### src/hw/pmw_map.svh
// register map, field positions, reset values and timing counts
`ifndef PMW_MAP_SVH
`define PMW_MAP_SVH

`define PMW_IDX_PWRC      10'h080
`define PMW_IDX_STAT      10'h081
`define PMW_IDX_CLKCFG    10'h08f
`define PMW_IDX_IREN      10'h0a8
`define PMW_IDX_PRHI      10'h0b7
`define PMW_IDX_IPL       10'h0b8

`define PMW_PWRC_IDLE     0
`define PMW_PWRC_SLEEP    1
`define PMW_PWRC_COLD     4
`define PMW_CLK_LVL0      0
`define PMW_CLK_LVL1      1
`define PMW_CLK_WSEL      2
`define PMW_IREN_GATE     7
`define PMW_SRC_EXT0      3'h0
`define PMW_SRC_EXT1      3'h2

`define PMW_IREN_RST      8'h00
`define PMW_PRI_RST       8'h00
`define PMW_CLK_RST       3'h0
`define PMW_IREN_MASK     8'hdf
`define PMW_PRI_MASK      8'h5f
`define PMW_PERIPH_MASK   7'h5a
`define PMW_RESET_VECTOR  16'h0000

`define PMW_CLK_NS        4
`define PMW_STARTUP_NS    2000000
`define PMW_WAKE_NS       2000000
`define PMW_STARTUP_CYC   ((`PMW_STARTUP_NS + `PMW_CLK_NS - 1) / `PMW_CLK_NS)
`define PMW_WAKE_CYC      ((`PMW_WAKE_NS + `PMW_CLK_NS - 1) / `PMW_CLK_NS)

`endif

### src/hw/pmw_pkg.sv
// types shared by the power mode and wake-up controller
package pmw_pkg;

  typedef enum logic [2:0] {
    PMW_M_RUN,
    PMW_M_IDLE,
    PMW_M_PDOWN,
    PMW_M_WAKE_T,
    PMW_M_WAKE_P
  } pmw_mode_t;

  typedef struct packed {
    logic        psel;
    logic        penable;
    logic        pwrite;
    logic [11:0] paddr;
    logic [31:0] pwdata;
  } pmw_apb_req_t;

  typedef struct packed {
    logic        pready;
    logic        pslverr;
    logic [31:0] prdata;
  } pmw_apb_rsp_t;

  typedef struct packed {
    logic        core_rst_n;
    logic        cpu_clk_en;
    logic        periph_clk_en;
    logic        comp_en;
    logic        osc_en;
    logic        flash_pwr_en;
    logic [15:0] start_addr;
  } pmw_pwr_t;

  typedef struct packed {
    logic       req;
    logic [2:0] src;
    logic [1:0] level;
  } pmw_irq_t;

  typedef struct packed {
    pmw_mode_t    mode;
    logic [18:0]  cnt;
    logic [7:0]   iren;
    logic [7:0]   prhi;
    logic [7:0]   ipl;
    logic         idle_req;
    logic         sleep_req;
    logic         cold;
    logic [2:0]   clkcfg;
    logic [1:0]   pin_q;
    logic [1:0]   ext_latch;
    logic         wake_pin;
    logic [3:0]   in_svc;
    pmw_apb_rsp_t apb;
    pmw_pwr_t     pwr;
    pmw_irq_t     irq;
  } pmw_state_t;

endpackage : pmw_pkg

### src/hw/pmw_ctrl.sv
// power mode, reset sequencing and wake-up controller with apb registers
//
// Notes on behaviour
// - internal reset clears all registers; cpu starts at address 0000; here the cold-start flag is kept through it
// - power-on, brown-out and external reset pin all force internal reset
// - after causes clear, count 2 ms before releasing internal reset
// - power-on detect reasserts internal reset at once, no delay
// - power-on reset sets the cold-start flag in power control
// - idle request stops cpu clock, all state and port levels held
// - in idle timers and serial keep clocks; comparator disabled
// - enabled interrupt or reset ends idle; service runs immediately
// - sleep request stops oscillator and powers flash off
// - ram kept through power-down; register contents not guaranteed
// - power-down left only by external reset, power-on or ext interrupt; here a brown-out detect also ends it
// - only enabled level-sensitive external pins wake from power-down
// - select zero: falling edge wakes, cpu clock gated for 2 ms
// - select one: falling edge wakes, cpu clock gated until pin rises
// - enable register bit layout, bit 5 unused, resets to zero
// - low-priority register per source, bits 7 and 5 unused, reset 0
// - high-priority register per source, same positions, reset zero
//
// The implementer's own choice: the APB register port.
`include "pmw_map.svh"
`timescale 1ns/100ps
`default_nettype none

module pmw_ctrl #(
  parameter int unsigned STARTUP_CYC = `PMW_STARTUP_CYC,
  parameter int unsigned WAKE_CYC    = `PMW_WAKE_CYC
) (
  input  wire logic                  i_mclk,
  input  wire logic                  i_resetn,
  input  wire logic                  i_por_det,
  input  wire logic                  i_brownout_det,
  input  wire logic                  i_ext_rst,
  input  wire logic                  i_ext_irq_zero_n,
  input  wire logic                  i_ext_irq_one_n,
  input  wire logic [6:0]            i_periph_irq,
  input  wire logic                  i_irq_ack,
  input  wire logic                  i_return_from_irq,
  input  wire pmw_pkg::pmw_apb_req_t i_apb,
  output var  pmw_pkg::pmw_apb_rsp_t o_apb,
  output var  pmw_pkg::pmw_pwr_t     o_pwr,
  output var  pmw_pkg::pmw_irq_t     o_irq
);
  import pmw_pkg::*;

  pmw_state_t s_q;
  pmw_state_t s_d;
  logic       rst_cause;
  logic [1:0] pins;
  logic [1:0] fall;
  logic [1:0] lvl;
  logic [1:0] ext_req;
  logic [1:0] wake_ok;
  logic [6:0] pend;
  logic       found;
  logic [2:0] best_src;
  logic [1:0] best_lvl;
  logic       wr;
  logic [9:0] idx;

  // highest level currently in service
  function automatic logic [1:0] top_level(input logic [3:0] svc);
    logic [1:0] t;
    t = 2'h0;
    for (int i = 0; i < 4; i++) begin
      if (svc[i]) begin
        t = 2'(i);
      end
    end
    return t;
  endfunction : top_level

  always_comb begin
    s_d       = s_q;
    rst_cause = i_por_det | i_brownout_det | i_ext_rst;
    pins      = {i_ext_irq_one_n, i_ext_irq_zero_n};
    fall      = s_q.pin_q & ~pins;
    lvl       = {s_q.clkcfg[`PMW_CLK_LVL1], s_q.clkcfg[`PMW_CLK_LVL0]};
    idx       = i_apb.paddr[11:2];
    wr        = i_apb.psel & i_apb.penable & s_q.apb.pready & i_apb.pwrite
                & s_q.pwr.core_rst_n;
    s_d.pin_q = pins;

    // level mode follows the pin; edge mode and wake-ups use the latch
    ext_req = (lvl & ~pins) | s_q.ext_latch;
    s_d.ext_latch = s_q.ext_latch;
    pend = ((i_periph_irq & `PMW_PERIPH_MASK)
            | {4'h0, ext_req[1], 1'b0, ext_req[0]})
           & s_q.iren[6:0] & {7{s_q.iren[`PMW_IREN_GATE]}};

    // strict compare keeps the lowest source index on equal level
    found    = 1'b0;
    best_src = 3'h0;
    best_lvl = 2'h0;
    for (int i = 0; i < 7; i++) begin
      if (pend[i] && (!found || {s_q.prhi[i], s_q.ipl[i]} > best_lvl)) begin
        found    = 1'b1;
        best_src = 3'(i);
        best_lvl = {s_q.prhi[i], s_q.ipl[i]};
      end
    end

    // in-service stack: return clears the top level, an ack pushes one
    if (i_return_from_irq) begin
      s_d.in_svc[top_level(s_q.in_svc)] = 1'b0;
    end
    if (i_irq_ack && s_q.irq.req) begin
      s_d.in_svc[s_q.irq.level] = 1'b1;
      if (s_q.irq.src == `PMW_SRC_EXT0) begin
        s_d.ext_latch[0] = 1'b0;
      end
      if (s_q.irq.src == `PMW_SRC_EXT1) begin
        s_d.ext_latch[1] = 1'b0;
      end
    end
    // a new edge wins over the ack clearing its latch
    s_d.ext_latch = s_d.ext_latch | (fall & ~lvl);

    s_d.irq.req   = found && s_q.mode == PMW_M_RUN && s_q.pwr.core_rst_n
                    && (s_q.in_svc == 4'h0
                        || best_lvl > top_level(s_q.in_svc));
    s_d.irq.src   = best_src;
    s_d.irq.level = best_lvl;

    // apb: one wait state, every access answered on the second edge
    s_d.apb.pready = i_apb.psel & i_apb.penable & ~s_q.apb.pready;
    if (s_d.apb.pready) begin
      s_d.apb.pslverr = 1'b0;
      unique case (idx)
        `PMW_IDX_PWRC: begin
          s_d.apb.prdata = 32'h0;
          s_d.apb.prdata[`PMW_PWRC_IDLE]  = s_q.idle_req;
          s_d.apb.prdata[`PMW_PWRC_SLEEP] = s_q.sleep_req;
          s_d.apb.prdata[`PMW_PWRC_COLD]  = s_q.cold;
        end
        `PMW_IDX_STAT:
          s_d.apb.prdata = {21'h0, s_q.in_svc, s_q.ext_latch,
                            s_q.wake_pin, s_q.pwr.core_rst_n, s_q.mode};
        `PMW_IDX_CLKCFG: s_d.apb.prdata = {29'h0, s_q.clkcfg};
        `PMW_IDX_IREN:   s_d.apb.prdata = {24'h0, s_q.iren};
        `PMW_IDX_PRHI:   s_d.apb.prdata = {24'h0, s_q.prhi};
        `PMW_IDX_IPL:    s_d.apb.prdata = {24'h0, s_q.ipl};
        default: begin
          s_d.apb.prdata  = 32'h0;
          s_d.apb.pslverr = 1'b1;
        end
      endcase
    end

    if (wr) begin
      unique case (idx)
        `PMW_IDX_PWRC: begin
          s_d.idle_req  = i_apb.pwdata[`PMW_PWRC_IDLE];
          s_d.sleep_req = i_apb.pwdata[`PMW_PWRC_SLEEP];
          s_d.cold      = i_apb.pwdata[`PMW_PWRC_COLD];
        end
        `PMW_IDX_CLKCFG: s_d.clkcfg = i_apb.pwdata[2:0];
        `PMW_IDX_IREN: s_d.iren = i_apb.pwdata[7:0] & `PMW_IREN_MASK;
        `PMW_IDX_PRHI: s_d.prhi = i_apb.pwdata[7:0] & `PMW_PRI_MASK;
        `PMW_IDX_IPL:  s_d.ipl  = i_apb.pwdata[7:0] & `PMW_PRI_MASK;
        default: ;
      endcase
    end

    // wake pins: enabled, gated on and set level-sensitive
    wake_ok = fall & lvl & {s_q.iren[2], s_q.iren[0]}
              & {2{s_q.iren[`PMW_IREN_GATE]}};

    if (s_q.pwr.core_rst_n) begin
      unique case (s_q.mode)
        PMW_M_RUN: begin
          if (s_q.sleep_req) begin
            s_d.mode = PMW_M_PDOWN;
          end else if (s_q.idle_req) begin
            s_d.mode = PMW_M_IDLE;
          end
        end
        PMW_M_IDLE: begin
          if (|pend) begin
            s_d.mode     = PMW_M_RUN;
            s_d.idle_req = 1'b0;
          end
        end
        PMW_M_PDOWN: begin
          // registers are not touched here, so ram and state survive
          if (|wake_ok) begin
            s_d.ext_latch = s_d.ext_latch | wake_ok;
            s_d.sleep_req = 1'b0;
            s_d.wake_pin  = ~wake_ok[0];
            s_d.cnt       = 19'h0;
            s_d.mode      = s_q.clkcfg[`PMW_CLK_WSEL] ? PMW_M_WAKE_P
                                                      : PMW_M_WAKE_T;
          end
        end
        PMW_M_WAKE_T: begin
          if (s_q.cnt == 19'(WAKE_CYC - 1)) begin
            s_d.cnt  = 19'h0;
            s_d.mode = PMW_M_RUN;
          end else begin
            s_d.cnt = s_q.cnt + 19'h1;
          end
        end
        PMW_M_WAKE_P: begin
          if (pins[s_q.wake_pin]) begin
            s_d.mode = PMW_M_RUN;
          end
        end
      endcase
    end else if (!rst_cause) begin
      if (s_q.cnt == 19'(STARTUP_CYC - 1)) begin
        s_d.cnt            = 19'h0;
        s_d.pwr.core_rst_n = 1'b1;
      end else begin
        s_d.cnt = s_q.cnt + 19'h1;
      end
    end

    // any cause restarts the sequence at once; cold flag is kept
    if (rst_cause) begin
      s_d.mode           = PMW_M_RUN;
      s_d.cnt            = 19'h0;
      s_d.iren           = `PMW_IREN_RST;
      s_d.prhi           = `PMW_PRI_RST;
      s_d.ipl            = `PMW_PRI_RST;
      s_d.clkcfg         = `PMW_CLK_RST;
      s_d.idle_req       = 1'b0;
      s_d.sleep_req      = 1'b0;
      s_d.ext_latch      = 2'h0;
      s_d.in_svc         = 4'h0;
      s_d.irq.req        = 1'b0;
      s_d.pwr.core_rst_n = 1'b0;
    end
    if (i_por_det) begin
      s_d.cold = 1'b1;
    end

    s_d.pwr.cpu_clk_en    = s_d.mode == PMW_M_RUN;
    s_d.pwr.periph_clk_en = s_d.mode == PMW_M_RUN
                            || s_d.mode == PMW_M_IDLE;
    s_d.pwr.comp_en       = s_d.mode == PMW_M_RUN;
    s_d.pwr.osc_en        = s_d.mode != PMW_M_PDOWN;
    s_d.pwr.flash_pwr_en  = s_d.mode != PMW_M_PDOWN;
    s_d.pwr.start_addr    = `PMW_RESET_VECTOR;
  end

  always_ff @(posedge i_mclk or negedge i_resetn) begin
    if (!i_resetn) begin
      s_q <= '0;
    end else begin
      s_q <= s_d;
    end
  end

  assign o_apb = s_q.apb;
  assign o_pwr = s_q.pwr;
  assign o_irq = s_q.irq;
endmodule : pmw_ctrl

`default_nettype wire

### config.mk
export PLATFORM = sky130hd
export DESIGN_NAME = pmw_ctrl
export DESIGN_NICKNAME = d
export VERILOG_FILES = /design/src/hw/pmw_pkg.sv /design/src/hw/pmw_ctrl.sv
export VERILOG_INCLUDE_DIRS = /design/src /design/src/hw
export SDC_FILE = /design/constraint.sdc
export NUM_CORES = 1
export LEC_CHECK = 0
export ABC_AREA = 1
export BUFFER_PORTS_ARGS = -buffer_cell sky130_fd_sc_hd__buf_4
export CAP_MARGIN = 20
export CORE_MARGIN = 4
export CORE_UTILIZATION = 50
export DETAILED_ROUTE_END_ITERATION = 12
export GPL_ROUTABILITY_DRIVEN = 0
export PLACE_DENSITY = 0.75
export SYNTH_ARGS = -nofsm -noshare
export SYNTH_HDL_FRONTEND = slang
export SYNTH_SLANG_ARGS = --single-unit
### constraint.sdc
create_clock -name i_mclk -period 7.07 [get_ports i_mclk]
set_clock_uncertainty 0.1 [all_clocks]
set_input_delay 0.707 -clock i_mclk [delete_from_list [all_inputs] [get_ports i_mclk]]
set_output_delay 0.707 -clock i_mclk [all_outputs]
set_load 0.01 [all_outputs]
# Yosys cells after proc, flatten, opt, wreduce, memory -nomap -nowiden
# Cells that the tools add are included.
totals:
  reg_bits: 105
  latchBits: 0
  ram_bits: 0
  romBits: 0
  input_bits: 63
  out_inout_bits: 62
  memories: 0
classes:
  add_sub_neg: 1
  n_mul: 0
  n_div: 0
  n_lt_le_gt_ge: 12
  eq_ne: 16
  n_shift: 0
  muxes: 72
  bitwise: 26
  reduce_logical: 47
ops:
  columns: ["cell", "n"]
  rows:
  - ["case mux 11 bit (6 select lines)", 1]
  - ["equality test 10 x 8 -> 1 bit, second input constant", 6]
  - ["two-way mux 3 bit", 17]
  - ["two-way mux 48 bit", 1]
  - ["two-way mux 19 bit", 2]
  - ["case mux 19 bit (2 select lines)", 1]
  - ["two-way mux 30 bit", 1]
  - ["two-way mux 2 bit", 14]
  - ["two-way mux 1 bit", 25]
  - ["two-way mux 8 bit", 3]
  - ["two-way mux 22 bit", 1]
  - ["adder 19 x 1 -> 19 bit, second input constant", 1]
  - ["equality test 19 bit, second input constant", 1]
  - ["case mux 3 bit (5 select lines)", 1]
  - ["AND 7 bit", 2]
  - ["> comparator 2 bit", 7]
  - ["nonzero test 2 bit", 7]
  - ["AND 2 bit", 6]
  - ["logical AND 1 bit", 12]
  - ["two-way mux 4 bit", 3]
  - ["AND reduction 2 bit", 6]
  - ["equality test 3 x 2 -> 1 bit, second input constant", 3]
  - ["zero test 3 bit", 3]
  - ["logical OR 1 bit", 8]
  - ["other kinds (24)", 42]

# Longest topological paths before layout
depth:
  ltp_word: 35
  mapped_depth: 56

# Worst setup path before layout
# OpenSTA, ideal clock, no wires.
synth_path:
  path_kind: "in2reg"
  from: "input port i_ext_irq_zero_n"
  to: "register s_q (netlist bit o_irq[5])"
  setup_ns: 0.094
  arrival_time_ns: 5.999
  required_time_ns: 6.876
  path_slack_ns: 0.877
  path_stages: 55
  n_path_buf: 0
  path_cell_list: "inv_1 -> nand2_1 -> nand2_1 -> nand2_1 -> nor2_1 -> inv_1 -> ha_1 -> nand2_1 -> nand2_1 -> nand2_1 -> nand2_1 -> nand2_1 -> nand2_1 -> and2_1 -> ha_1 -> inv_1 -> nor2_1 -> o21ai_0 -> [19 not listed] -> nand2_1 -> inv_2 -> nand2_1 -> nand2_1 -> ha_1 -> inv_1 -> nor2_1 -> o21ai_0 -> nand2_1 -> nand2_1 -> inv_1 -> nand2_1 -> nand2_1 -> ha_1 -> inv_1 -> nor2_1 -> o21ai_0 -> a211oi_1"
synth_lines:
  columns: ["item", "line_no", "text"]
  rows:
  - ["start, declared", "pmw_ctrl.sv:36", "input wire logic i_ext_irq_zero_n,"]
  - ["end signal, assigned", "pmw_ctrl.sv:250", "s_q <= '0;"]
  - ["end signal, assigned", "pmw_ctrl.sv:252", "s_q <= s_d;"]
  - ["end, declared", "pmw_ctrl.sv:48", "pmw_state_t s_q;"]

==> qor.yml <==
vias: 4732
yosys.area_share.simple_pct: 28.75
diodes: 0
overflow: 0
cts.sinks: 79
finalPower_uw: 828.8
ys_seq_elements: 79
io_pins: 125
tns_ns: 0
cts_htree_levels: 3
syn_area_per_cell_um2: 7.421
synth_top_area_share_pct: 37.41
grt.met2_usage_pct: 32.65
cp_data_arrival_time_ns: 6.73
ys_types: 49
viasPerCell: 5.299
max_stage_delay_ns: 0.29
dp.final_hpwl_mm: 9.954
root_buffer: "clkbuf_8"
antenna_found_initial: 0
timing.final.crit_share_pct: 93.04
drtAntennaViolNets: 0
setup_viol: 0
ir_worst_vdd_v: 0.00007488
clk_pin_slew_ns: 0.08
track_usage_pct: 20.92
drv_slew: 0
crit_path_frequent_cell: "nand2_1"
crit_path_start_kind: "input port"
netlist_area_mm2: 0.005284
synth_top_family_by_area: "simple AND/OR/NAND/NOR gates"
timing.rr.start: "s_q[100]"
synth_largest_area_cell: "dfrtp_1"
crit_fanout: 6
final_cells: 893
finalCriticalPeriod_ns: 6.578
die_x_um: 110.8
path_class: "in -> reg"
nNetsFinal: 828
initial_core_util_pct: 51.18
hold_class: "in -> async"
worst_setup_path_end_kind: "flip-flop"
fillers: 951
p_leak_uw: 0.002789
yosys.area_share.adder_pct: 3.078
hold_viol: 0
worst_pin_slew_ns: 0.9542
r2r-end: "o_irq[5]"
fmax_mhz: 152.0
dpl_cell_area_mm2: 0.005502
dr.pass1.iters: 5
grt_max_degree: 80
synth.yosys.seq_area_share_pct: 37.41
power.density_mw_per_mm2: 143.3
grt_pass1_vias: 4483
wirelength_mm: 12.96
wire_per_inst_um: 14.51
synth_cells: 712
clockBufferDepth: 2
drt_iter0_markers: 455
die_h_um: 110.8
cts_buffers: 9
slowest_stage: "ha_1"
drive_above_1_share_pct: 18.49
cts_tree: "done"
synth_warnings: 0
r2r_cells: 54
area.growth.synth_to_final_pct: 9.448
port_buffers: 57
drv_cap: 0
clk_latency_ns: 0.35
core_region_area_mm2: 0.01032
status: "complete, no violations"
busiest_layer: "met2"
synthTopCellsByArea: "dfrtp_1, nand2_1, buf_4"
post-route-util_pct: 56.02
slew_headroom_pct: 36.15
synth-compound-area-share_pct: 12.43
drcViolationCount: 0
critPathRequiredTime_ns: 7.22
design_area_mm2: 0.005783
rows: 37
met3_usage_pct: 5.404
synth-xor-area-share_pct: 0.4973
met1_usage_pct: 29.11
synth_mux_area_share_pct: 0.1894
dieArea_mm2: 0.01228
placed_cells: 871
grt_pass1_wl_mm: 21.13
reg2reg_setup_slack_ns: 0.53
[how the worst max path moves through the flow]
stage / cells past startpoint / to / startpoint / slack [ns]
CTS: 56 / o_irq[5] / i_ext_irq_zero_n / 0.26
detailed placement: 56 / o_irq[5] / i_ext_irq_zero_n / -0.06
global route: 56 / o_irq[5] / i_ext_irq_zero_n / -0.09
floorplan: 55 / o_irq[5] / i_ext_irq_zero_n / 0.88
finish: 56 / o_irq[5] / i_ext_irq_zero_n / 0.49
global placement: 56 / o_irq[5] / i_ext_irq_zero_n / 0.16
[cell usage after synthesis, drive strengths merged]
master and number:
nand3 51, nor2 66, o2111ai 1, dfrtp 79, buf 68, mux2i 1
o32ai 1, a21oi 29, conb 1, inv 108, nor3 24, a22oi 1
o21ai 53, and2 3, o221ai 1, o211ai 2, xor2 2, clkbuf 3
or2 2, o31ai 4, a31oi 1, and3 1, nand2 162, o22ai 12
a221oi 1, ha 13, nor4 1, xnor2 1, o21bai 1, o211a 2
a211oi 1, nand4 16
[routing by layer]
layer | wire (um) | up-vias | share of wire (%)
met3 | 1163 | 23 | 9.0
met2 | 5804 | 221 | 45
li1 | - | 2293 | -
met5 | 0 | - | 0
met1 | 5790 | 2195 | 45
met4 | 199 | 0 | 1.5
[critical path: cells and delay by family]
family,cells,cell delay [ns]
AND/OR/NAND/NOR,31,2.73
AO/OA/AOI/OAI,7,0.87
adder cells (fa/ha/maj),6,1.64
buffers and inverters,12,0.76
[state kept, by name (all words and copies together) (netlist names)]
| register | cells |
|---|---|
| o_apb | 13 |
| s_q | 54 |
| lvl | 2 |
| o_irq | 6 |
| o_pwr | 4 |
[per-stage QoR]
stage,worst slack (ns),hold slack (ns)
after floorplan,0.8773,0.3114
after global placement,0.1581,0.3674
after detailed placement,-0.06186,0.3735
after CTS,0.2626,0.3867
after global routing,-0.08763,0.2042
final,0.4921,0.1840
[placed cells by master, fill, tap and decap left out, drive strengths merged, types with 3 or more instances in the layout]
cell type and instances:
nand2 162, inv 108, dfrtp 79, nor2 66, buf 64, o21ai 53
nand3 51, conb 37, a21oi 29, nor3 24, nand4 16, ha 13
o22ai 12, clkbuf 10, clkinv 5, o31ai 4, and2 3
[cells by family (layout without fill, tap and decap cells)]
kind of cell,count (synthesis),in the layout
AO/OA/AOI/OAI,110,110
XOR/XNOR,3,3
adder cells (fa/ha/maj),13,13
buffers and inverters,179,188
flip-flops,79,79
multiplexers,1,1
other,1,37
AND/OR/NAND/NOR,326,326
[timing repair]
item | CTS | global route
resized for setup | 0 | 14
buffers inserted | 0 | 5
hold buffers | 0 | 0
setup endpoints to repair | 0 | 1
[final cells by class]
cell class / instances / area [um^2] / share of cell area [%]
multi-input cells: 490 / 2556 / 44.20
flip-flops and latches: 79 / 1977 / 34.18
inverters: 108 / 405.4 / 7.010
well taps: 136 / 170.2 / 2.942
repair buffers: 64 / 500.5 / 8.654
clock buffers: 10 / 137.6 / 2.380
clock inverters: 6 / 36.28 / 0.6274
[report_power, final]
group	total, uW	switching [uW]	internal (uW)
Clock	301	166	135
Combinational	68.9	45.6	23.2
Sequential	458	3.18	455
(Power assumes the default switching activity.)
